===== src/rtl/occh_pkg.sv =====
// Constants, types and reset values for the output compare channel.
// Assumes an APB master with 32-bit data and two external 16-bit timers.
package occh_pkg;

    // Register byte offsets
    localparam logic [7:0] OFS_CTRL = 8'h00;
    localparam logic [7:0] OFS_MAIN = 8'h04;
    localparam logic [7:0] OFS_SEC  = 8'h08;
    localparam logic [7:0] OFS_FLAG = 8'h0c;
    localparam logic [7:0] OFS_IEN  = 8'h10;

    // Control field positions
    localparam int CTL_MODE_LSB = 0;
    localparam int CTL_TSEL_BIT = 3;
    localparam int CTL_FLT_BIT  = 4;
    localparam int CTL_SIDL_BIT = 13;

    // Flag and enable bit positions
    localparam int FLG_CMP = 0;
    localparam int FLG_T1  = 1;
    localparam int FLG_T2  = 2;

    // Oscillator periods per timer increment
    localparam int TOSC_PER_TCY = 4;

    typedef enum logic [2:0] {
        MODE_OFF    = 3'h0,
        MODE_CLR    = 3'h1,
        MODE_SET    = 3'h2,
        MODE_TGL    = 3'h3,
        MODE_SPULSE = 3'h4,
        MODE_CPULSE = 3'h5,
        MODE_PWM    = 3'h6,
        MODE_PWMF   = 3'h7
    } occh_mode_e;

    typedef enum logic [3:0] {
        ST_OFF   = 4'h1,
        ST_RUN   = 4'h2,
        ST_DONE  = 4'h4,
        ST_FAULT = 4'h8
    } occh_state_e;

    // One timer as seen by the channel
    typedef struct packed {
        logic [15:0] count;
        logic [15:0] period;
        logic        tick;
        logic        run;
        logic        idle_stop;
    } occh_tmr_s;

    // Whole state of the channel
    typedef struct packed {
        occh_state_e state;
        occh_mode_e  mode;
        logic        tsel;
        logic        sidl;
        logic        fault;
        logic [15:0] main;
        logic [15:0] sec;
        logic [2:0]  flags;
        logic [2:0]  ien;
        logic [2:0]  irq;
        logic        pin;
        logic        oe_n;
        logic        pready;
        logic        pslverr;
        logic [31:0] prdata;
    } occh_state_s;

    localparam occh_state_s OCCH_STATE_RST = '{state: ST_OFF, mode: MODE_OFF, default: '0};

endpackage


===== src/rtl/occh_tmr_sel.sv =====
// Timer source selection and run qualification for one channel.
// Assumes timer inputs are synchronous to pclk; purely combinational.
`timescale 1ns/1ps
`default_nettype none
module occh_tmr_sel
    import occh_pkg::*;
(
    input  wire occh_tmr_s [1:0] timers,
    input  wire logic            tsel,
    input  wire logic            chan_idle_stop,
    input  wire logic            idle_mode,
    input  wire logic            sleep_mode,
    output occh_tmr_s            sel,
    output logic                 active
);

    assign sel = timers[tsel];

    assign active = !sleep_mode
                  && (!idle_mode || (!chan_idle_stop && sel.run && !sel.idle_stop));

endmodule
`default_nettype wire


===== src/rtl/occh_top.sv =====
// Output compare channel: single-edge, pulse and PWM modes with APB registers.
// Assumes two external timers that strobe tick with each new count value.
//
// Functional notes
// - Compare against one of two timers
// - Modes 001/010/011 clear, set, toggle pin
// - Single-edge acts when count equals main
// - Wrap before match leaves pin alone
// - Mode 100 single pulse, 101 continuous
// - Single pulse rearmed by rewriting 100
// - PWM main is read-only, loaded from secondary
// - Mode 111 fault low releases pin
// - Fault status flag reports fault
// - Fault holds until removed and rewritten
// - PWM period follows timer period plus one
// - Period end: set pin, load duty, flag
// - Zero duty keeps pin low
// - Duty above period keeps pin high
// - Sleep holds pin level
// - Idle run needs both stop bits clear
// - Single-edge and secondary matches set compare flag
// - PWM sets timer flag, never compare
// - Dual modes: main first, secondary second
`timescale 1ns/1ps
`default_nettype none
module occh_top
    import occh_pkg::*;
(
    input  wire logic            pclk,
    input  wire logic            presetn,
    input  wire logic            psel,
    input  wire logic            penable,
    input  wire logic            pwrite,
    input  wire logic [7:0]      paddr,
    input  wire logic [31:0]     pwdata,
    output logic [31:0]          prdata,
    output logic                 pready,
    output logic                 pslverr,
    input  wire occh_tmr_s [1:0] timers,
    input  wire logic            fault_input_pin,
    input  wire logic            idle_mode,
    input  wire logic            sleep_mode,
    output logic                 compare_output_pin,
    output logic                 compare_output_oe_n,
    output logic [2:0]           irq
);

    occh_state_s st;
    occh_state_s next_st;
    occh_tmr_s   sel;
    logic        active;
    logic        tick;
    logic        main_hit;
    logic        sec_hit;
    logic        prd_start;
    logic        access;
    logic        wr;
    logic        ctl_wr;
    logic        is_pwm;
    logic [2:0]  flag_set;
    logic [2:0]  flag_clr;
    occh_mode_e  wr_mode;

    occh_tmr_sel u_sel (
        .timers         (timers),
        .tsel           (st.tsel),
        .chan_idle_stop (st.sidl),
        .idle_mode      (idle_mode),
        .sleep_mode     (sleep_mode),
        .sel            (sel),
        .active         (active)
    );

    // Compare events, only on a fresh count while running
    assign tick      = active && sel.tick;
    assign main_hit  = tick && (sel.count == st.main);
    assign sec_hit   = tick && (sel.count == st.sec);
    assign prd_start = tick && (sel.count == 16'h0000);
    assign is_pwm    = (st.mode == MODE_PWM) || (st.mode == MODE_PWMF);

    // Bus strobes; a write lands on the edge where pready is seen high
    assign access  = psel && penable && !st.pready;
    assign wr      = psel && penable && pwrite && st.pready;
    assign ctl_wr  = wr && (paddr == OFS_CTRL);
    assign wr_mode = occh_mode_e'(pwdata[CTL_MODE_LSB +: 3]);

    // Next-state logic
    always_comb begin
        next_st  = st;
        flag_set = 3'h0;
        flag_clr = 3'h0;

        // Channel behaviour per state and mode
        case (st.state)
            ST_RUN: begin
                case (st.mode)
                    MODE_CLR, MODE_SET, MODE_TGL: begin
                        if (main_hit) begin
                            if (st.mode == MODE_CLR) begin
                                next_st.pin = 1'b0;
                            end else if (st.mode == MODE_SET) begin
                                next_st.pin = 1'b1;
                            end else begin
                                next_st.pin = !st.pin;
                            end
                            flag_set[FLG_CMP] = 1'b1;
                        end
                    end
                    MODE_SPULSE, MODE_CPULSE: begin
                        if (main_hit) begin
                            next_st.pin = 1'b1;
                        end
                        if (sec_hit) begin
                            next_st.pin = 1'b0;
                            flag_set[FLG_CMP] = 1'b1;
                            if (st.mode == MODE_SPULSE) begin
                                next_st.state = ST_DONE;
                            end
                        end
                    end
                    MODE_PWM, MODE_PWMF: begin
                        if (st.mode == MODE_PWMF && !fault_input_pin) begin
                            next_st.state = ST_FAULT;
                            next_st.oe_n  = 1'b1;
                            next_st.fault = 1'b1;
                        end else if (prd_start) begin
                            next_st.main = st.sec;
                            next_st.pin  = (st.sec != 16'h0000);
                            flag_set[st.tsel ? FLG_T2 : FLG_T1] = 1'b1;
                        end else if (main_hit) begin
                            next_st.pin = 1'b0;
                        end
                    end
                    default: begin
                        next_st.state = ST_OFF;
                    end
                endcase
            end
            // Waiting for software; nothing compares here
            ST_OFF, ST_DONE, ST_FAULT: begin
                next_st.state = st.state;
            end
            default: begin
                next_st.state = ST_OFF;
            end
        endcase

        // Register writes, taken on the completing edge
        if (ctl_wr) begin
            next_st.mode = wr_mode;
            next_st.tsel = pwdata[CTL_TSEL_BIT];
            next_st.sidl = pwdata[CTL_SIDL_BIT];
            if (wr_mode == MODE_OFF) begin
                next_st.state = ST_OFF;
            end else if (st.state == ST_FAULT && !fault_input_pin) begin
                next_st.state = ST_FAULT;
            end else begin
                next_st.state = ST_RUN;
                next_st.oe_n  = 1'b0;
                next_st.fault = 1'b0;
            end
        end
        if (wr && paddr == OFS_MAIN && !is_pwm) begin
            next_st.main = pwdata[15:0];
        end
        if (wr && paddr == OFS_SEC) begin
            next_st.sec = pwdata[15:0];
        end
        if (wr && paddr == OFS_IEN) begin
            next_st.ien = pwdata[2:0];
        end
        if (wr && paddr == OFS_FLAG) begin
            flag_clr = pwdata[2:0];
        end

        // Write-one-to-clear; a new event beats the clear
        next_st.flags = (st.flags & ~flag_clr) | flag_set;
        next_st.irq   = next_st.flags & next_st.ien;

        // APB answer: one wait state, data and error ready with pready
        next_st.pready  = access;
        next_st.pslverr = 1'b0;
        if (access) begin
            next_st.prdata = 32'h0000_0000;
            case (paddr)
                OFS_CTRL: begin
                    next_st.prdata[CTL_MODE_LSB +: 3] = st.mode;
                    next_st.prdata[CTL_TSEL_BIT]      = st.tsel;
                    next_st.prdata[CTL_FLT_BIT]       = st.fault;
                    next_st.prdata[CTL_SIDL_BIT]      = st.sidl;
                end
                OFS_MAIN: begin
                    next_st.prdata[15:0] = st.main;
                end
                OFS_SEC: begin
                    next_st.prdata[15:0] = st.sec;
                end
                OFS_FLAG: begin
                    next_st.prdata[2:0] = st.flags;
                end
                OFS_IEN: begin
                    next_st.prdata[2:0] = st.ien;
                end
                default: begin
                    // Unmapped: error, reads zero, writes dropped by decode
                    next_st.pslverr = 1'b1;
                end
            endcase
        end
    end

    // State register
    always_ff @(posedge pclk or negedge presetn) begin
        if (!presetn) begin
            st <= OCCH_STATE_RST;
        end else begin
            st <= next_st;
        end
    end

    // Outputs straight from the state flops
    assign prdata              = st.prdata;
    assign pready              = st.pready;
    assign pslverr             = st.pslverr;
    assign compare_output_pin  = st.pin;
    assign compare_output_oe_n = st.oe_n;
    assign irq                 = st.irq;
endmodule
`default_nettype wire


===== config.mk =====
export PLATFORM = sky130hd
export DESIGN_NAME = occh_top
export DESIGN_NICKNAME = d
export VERILOG_FILES = /design/src/rtl/occh_pkg.sv /design/src/rtl/occh_tmr_sel.sv /design/src/rtl/occh_top.sv
export SDC_FILE = /design/constraint.sdc
export NUM_CORES = 1
export LEC_CHECK = 0
export BUFFER_PORTS_ARGS = -buffer_cell sky130_fd_sc_hd__buf_2
export CORE_UTILIZATION = 46
export DETAILED_ROUTE_END_ITERATION = 16
export HOLD_SLACK_MARGIN = 0.06
export PLACE_DENSITY = 0.74
export SYNTH_ARGS = -nofsm -noshare
export SYNTH_HDL_FRONTEND = slang
export SYNTH_HIERARCHICAL = 1
export SYNTH_SLANG_ARGS = --single-unit

===== constraint.sdc =====
create_clock -name pclk -period 3.5 [get_ports pclk]
set_input_delay 0.175 -clock pclk [delete_from_list [all_inputs] [get_ports pclk]]
set_output_delay 0.175 -clock pclk [all_outputs]
set_load 0.02 [all_outputs]

## Word-level counts from Yosys, hierarchy flattened

Cells that the tools add are included.

| word-level totals | value |
|---|---|
| bits in registers | 71 |
| input port bits | 118 |
| output and inout bits | 39 |
| logic and storage cells | 147 |

| cells by class | value |
|---|---|
| $lt $le $gt $ge | 3 |
| equality and inequality tests | 27 |
| multiplexer cells | 52 |
| bitwise operators | 4 |
| reduce and logical (&&, ||, !) cells | 46 |

Operators by type and width:

| operator | number |
|---|---|
| $mux 35 | 2 |
| $mux 16 | 3 |
| $mux 17 | 2 |
| $mux 33 | 1 |
| $eq 16x16->1 | 2 |
| $mux 1 | 21 |
| $logic_and 1x1->1 | 20 |
| $mux 4 | 5 |
| $eq 8x4->1 const B | 2 |
| $logic_not 16->1 | 1 |
| $pmux 8 s2 | 1 |
| $reduce_bool 16->1 | 1 |
| $mux 3 | 5 |
| $pmux 3 s5 | 1 |
| $eq 3x3->1 const B | 4 |
| $ne 4x4->1 const B | 3 |
| $pmux 4 s3 | 1 |
| $mux 10 | 1 |
| $ne 3x3->1 const B | 3 |
| $pmux 1 s3 | 3 |
| $eq 8x3->1 const B | 1 |
| $eq 8x5->1 const B | 1 |
| $logic_not 1->1 | 8 |
| $logic_not 8->1 | 1 |
| 29 further kinds | 39 |

## Depth between registers and ports, before layout

Gate-level depths: netlist of run 1.

| depth | value |
|---|---|
| word-level depth | 15 |
| gate-level depth with buffers | 11 |
| gate-level depth less buffers | 8 |

## Cells and area by module

The synthesis of run 1 kept the hierarchy.

Modules (own cells, without submodules):

| module | instances | cells an instance | area each (um^2) | sequential area each (um^2) |
|---|---|---|---|---|
| occh_top | 1 | 437 | 4,135.2 | 1,778.0 |
| occh_tmr_sel | 1 | 42 | 456.7 | 0.0 |

## Worst setup path after synthesis of run 1

Ideal clock, no wire load.

| path | value |
|---|---|
| path type | register to register |
| from | register st[79] in the netlist's numbering |
| to | register st[61] in the netlist's numbering |
| data arrival time | 2.774 ns |
| setup slack | 0.602 ns |
| cell stages (with the launch flop) | 11 |
| path buffers | 4 |
| clock period less this slack | 2.898 ns |
| cells stage by stage | dfrtp_1 buf_6 buf_4 mux2_2 or4_1 or2_0 or4_1 buf_6 clkbuf_2 o21ai_0 a21oi_2 |

RTL lines:

| what | line | RTL |
|---|---|---|
| start: declaration | occh_top.sv:48 | `occh_state_s st;` |
| start signal: assignment | occh_top.sv:217 | `st <= next_st;` |

==> results of run 1 <==
sequential cells by signal, summed over array words and instances (netlist names):
signal and count:
compare_output_oe_n 1, compare_output_pin 1, irq 3, prdata 16, pready 1, pslverr 1, st 48
worst paths after layout:
check                      slack [ns]   endpoint  cells after the start
max reg2reg                      0.49     st[66]                      9
min                              0.07     st[52]                      2
max in group asynchronous        2.17     st[67]                      3
max                              0.49     st[66]                      9
min in group asynchronous        0.30     irq[1]                      2
min reg2reg                      0.47  prdata[0]                      2
area by class of cell:
type                    count  share of cell area, %
multi-input cells         342                  45.71
flip-flops and latches     71                  36.07
clock buffers              14                  2.893
well taps                 129                  3.274
clock inverters             1                 0.6091
inverters                   7                 0.5330
repair buffers            102                  10.91
worst max-delay path, stage by stage (launching register included):
cell     delay [ns]
dfrtp_1        0.34
buf_4          0.22
mux2_2         0.42
or4_1          0.61
or2_0          0.26
or4_1          0.50
buf_4          0.23
nand2_8        0.15
nor2_1         0.06
a21oi_1        0.13
through the flow:
step | total power [W] | area (sq um) | cells | utilization, % | hold WS, ns
after global placement | 0.001029 | 4747 | 650 | 51.37 | 0.1329
final | 0.001630 | 4930 | 666 | 53.35 | 0.07411
after CTS | 0.001643 | 4930 | 666 | 53.35 | 0.07007
after global routing | 0.001695 | 4930 | 666 | 53.35 | 0.07586
after floorplan | 0.0009648 | 4457 | 476 | - | -0.1206
after detailed placement | 0.001032 | 4747 | 650 | 51.37 | 0.1364
timing repair:
action	4_1_cts	5_1_grt
endpoints found under the hold margin	19	0
endpoints found under the setup margin	0	0
hold buffers	1	0
setup buffers	0	0
per-layer routing:
metal	GRT usage, %	share of wire, %	vias to the layer above
met4	8.032	1.7	0
met1	32.75	45	1747
met3	2.368	6.8	15
li1	-	-	1737
met2	37.35	46	182
met5	0	0	-
where the power goes:
group | internal, W | switching (W)
sequential | 0.000831 | 0.00000999
clock | 0.000328 | 0.000284
combinational | 0.0000697 | 0.000108
total | 0.00123 | 0.000402
==> flow_summary.json, run 1 <==
{
  "status": "completed",
  "cts.path.max_buffers": 2,
  "grt_use_total_pct": 23.22,
  "area_growth_pct": 12.03,
  "place_congestion": 0.8957,
  "num_rows": 35,
  "yosysWarnings": 6,
  "routed_wl_microns": 11230,
  "multi_input_comb_area_sq_um": 2253,
  "clk_latency_ns": 0.34,
  "hp-start": "pwdata[7]",
  "setup_ws_ns": 0.4933,
  "diodes": 0,
  "endpoint_kind": "flip-flop",
  "overflow": 0,
  "dr.pass1.iters": 5,
  "start_kind": "flip-flop",
  "grt_pass1_vias": 3550,
  "vdd_drop_max_uv": 223.7,
  "ioPinCount": 157,
  "grt_pass1_wl_microns": 17800,
  "start_util_pct": 47.62,
  "worstSetupPathType": "reg2reg",
  "maxCapViolCount": 0,
  "min_path_type": "in2reg",
  "finClkSkew_ns": 0.01252,
  "fin_crit_sh_pct": 85.91,
  "htree_levels": 3,
  "slew-limit-headroom_pct": 32.05,
  "portBuffers": 92,
  "clk_pin_slew_worst_paths_ns": 0.08,
  "finalSetupViolCount": 0,
  "final_common_cell": "buf_2",
  "synth_area_sq_um": 4400,
  "cts.repair.resized": 0,
  "reg2reg_from": "st[79]",
  "syn_inst": 461,
  "regArea_sq_um": 1778,
  "clock-sinks": 71,
  "final_nets": 651,
  "drt-initial-drc-count": 221,
  "vias_per_cell": 5.527,
  "pre_cts_slack_ns": 0.5287,
  "cellPowerDensity_nw_per_um2": 330.6,
  "p_leak_nw": 2.329,
  "die_x_microns": 99.81,
  "dieArea_sq_um": 9961,
  "worstPathArrival_ns": 3.27,
  "ant_nets": 0,
  "wl_per_cell_microns": 16.86,
  "timing.setup.tns_ns": 0,
  "grt_max_degree": 53,
  "crit_start": "st[79]",
  "hpwl_microns": 8590,
  "cts_root_buffer": "clkbuf_8",
  "period_needed_ns": 3.007,
  "required_ns": 3.77,
  "coreArea_sq_um": 9240,
  "crit_fanout": 19,
  "avgSynthCellArea_sq_um": 9.545,
  "drv_slew": 0,
  "drcViolationCount": 0,
  "vias": 3681,
  "cts_tree": "yes",
  "finalHoldViolations": 0,
  "rsz0062_at_grt": "no",
  "timing_worst_slew_pin_value_ns": 1.016,
  "final_cell_mix": "buf_2, dfrtp_1, nand2_1, o21ai_0, mux2_2",
  "max_freq_mhz": 332.6,
  "die_h_microns": 99.81,
  "cts_buffers": 9,
  "fillers": 892,
  "antenna_found_initial": 0,
  "drive_gt1_share_pct": 31.47
}
Power figures use the tool's default switching activity.
==> run 2, diff against run 1 <==
==> constraint.sdc (replaced) <==
create_clock -name pclk -period 3.5 [get_ports pclk]
set_input_delay 0.525 -clock pclk [delete_from_list [all_inputs] [get_ports pclk]]
set_output_delay 0.525 -clock pclk [all_outputs]
set_load 0.02 [all_outputs]
==> run 2 against run 1 <==
Critical path depth unchanged. Via count decreased by 0.41%. First-iteration DRC count decreased by 5.9%. Worst hold slack improved by 0.29 ns. Utilization decreased by 0.054 points. Cell area decreased by 0.10%. Sequential share of layout area about the same.
==> flow_summary.json, run 2 (same netlist as run 1, synthesis figures left out) <==
{
  "status": "completed",
  "final_util_pct": 53.30,
  "routed_wl_microns": 11380,
  "vdd_drop_max_uv": 169.0,
  "maxCapViolCount": 0,
  "crit_fanout": 19,
  "cts_hold_buf": 0,
  "grt_pass1_wl_microns": 18250,
  "fin_hold_ws_ns": 0.3633,
  "clk_pin_slew_worst_paths_ns": 0.07,
  "top_register": "st",
  "place_congestion": 0.9313,
  "crit_slowest_cell": "or4_1",
  "critPathMaxStageDelay_ns": 0.61,
  "worstPathArrival_ns": 3.31,
  "grt_pass1_vias": 3571,
  "die_h_microns": 99.81,
  "drive_gt1_share_pct": 32.21,
  "fin_crit_sh_pct": 86.84,
  "vias_per_cell": 5.529,
  "final_cells": 663,
  "timing.setup.tns_ns": 0,
  "placed_cell_area_sq_um": 4740,
  "final_nets": 649,
  "cellPowerDensity_nw_per_um2": 338.3,
  "hpwl_microns": 8595,
  "grt_max_degree": 72,
  "required_ns": 3.77,
  "endpoint_kind": "flip-flop",
  "htree_levels": 3,
  "final_common_cell": "buf_2",
  "antenna_found_initial": 0,
  "timing_worst_slew_pin_value_ns": 1.012,
  "p_leak_nw": 2.330,
  "max_freq_mhz": 329.0,
  "portBuffers": 92,
  "post-cts-setup-buffers": 0,
  "dieArea_sq_um": 9961,
  "area_growth_pct": 11.91,
  "start_util_pct": 47.62,
  "grt_use_total_pct": 24.21,
  "coreArea_sq_um": 9240,
  "largest_register_ffs": 48,
  "vias": 3666,
  "finalSetupViolCount": 0,
  "drcViolationCount": 0,
  "drt-initial-drc-count": 208,
  "cts_root_buffer": "clkbuf_8",
  "period_needed_ns": 3.039,
  "finClkSkew_ns": 0.01080,
  "rsz0062_at_grt": "no",
  "slew-limit-headroom_pct": 32.35,
  "dp.cells": 649,
  "clock-sinks": 71,
  "num_rows": 35,
  "drv_slew": 0,
  "worstSetupPathType": "reg2reg",
  "final_area_sq_um": 4925,
  "min_path_type": "in2async",
  "clk_latency_ns": 0.36,
  "ioPinCount": 157,
  "start_kind": "flip-flop",
  "die_x_microns": 99.81,
  "cts.path.max_buffers": 2,
  "ant_nets": 0,
  "crit_chain": "buf_4 > mux2_2 > or4_1 > or2_0 > or4_1 > buf_4 > nand2_8 > nor2_1 > a21oi_1",
  "wl_per_cell_microns": 17.17,
  "dr.pass1.iters": 8,
  "cts_tree": "yes",
  "cts_buffers": 9,
  "overflow": 0,
  "final_cell_mix": "buf_2, dfrtp_1, nand2_1, o21ai_0, mux2_2",
  "cts.repair.resized": 0,
  "finalHoldViolations": 0,
  "diodes": 0
}
-- run 2: cell count changes in the layout (fill, tap and decap cells not counted) --
cell and delta:
clkinv_2 +2, clkbuf_8 +1, buf_4 -1, dlygate4sd3_1 -1
clkinvlp_4 +1, clkbuf_1 -5
-- run 2: report_power, final --
group,total (W),switching [W],internal (W)
Sequential,0.000840,0.00000967,0.000831
Combinational,0.000178,0.000109,0.0000690
Clock,0.000648,0.000310,0.000338
Total,0.00167,0.000428,0.00124
-- run 2: critical path: cells and delay by family, from the launching register on --
kind                   cells  cell delay, ns
AOI/OAI and AO/OA          1            0.13
buffers and inverters      2            0.45
DFF                        1            0.36
muxes                      1            0.40
and+or+nand+nor            5            1.60
-- run 2: final timing paths --
check                           startpoint         end  slack [ns]  cells past startpoint
worst min register to register  prdata[15]  prdata[15]        0.47                      2
worst min-delay path               presetn      st[40]        0.36                      2
worst max register to register      st[79]      st[68]        0.46                      9
worst max-delay path                st[79]      st[68]        0.46                      9
min in group pclk               pwdata[15]      st[60]        0.41                      2
max in group asynchronous          presetn      st[73]        2.54                      2
-- run 2: per-stage QoR --
stage | power (W) | setup slack, ns
final | 0.001666 | 0.4606
after global routing | 0.001724 | 0.3520
after CTS | 0.001672 | 0.4644
after detailed placement | 0.001034 | 0.4871
after global placement | 0.001029 | 0.5388
after floorplan | 0.0009648 | 0.6069
-- run 2: final cells by class --
type | count | area [sq um]
fillers | 852 | 4315
clock inverters | 4 | 47.55
flip-flops and latches | 71 | 1778
repair buffers | 100 | 520.5
well taps | 129 | 161.4
inverters | 7 | 26.28
clock buffers | 10 | 137.6
multi-input cells | 342 | 2253
-- run 2: metal layers --
metal / track usage [%] / vias up / wire length [microns]
met1: 32.84 / 1746 / 5290
met3: 5.292 / 22 / 697
met2: 38.36 / 167 / 5171
met4: 8.484 / 0 / 220
met5: 0 / - / 0
li1: - / 1731 / -
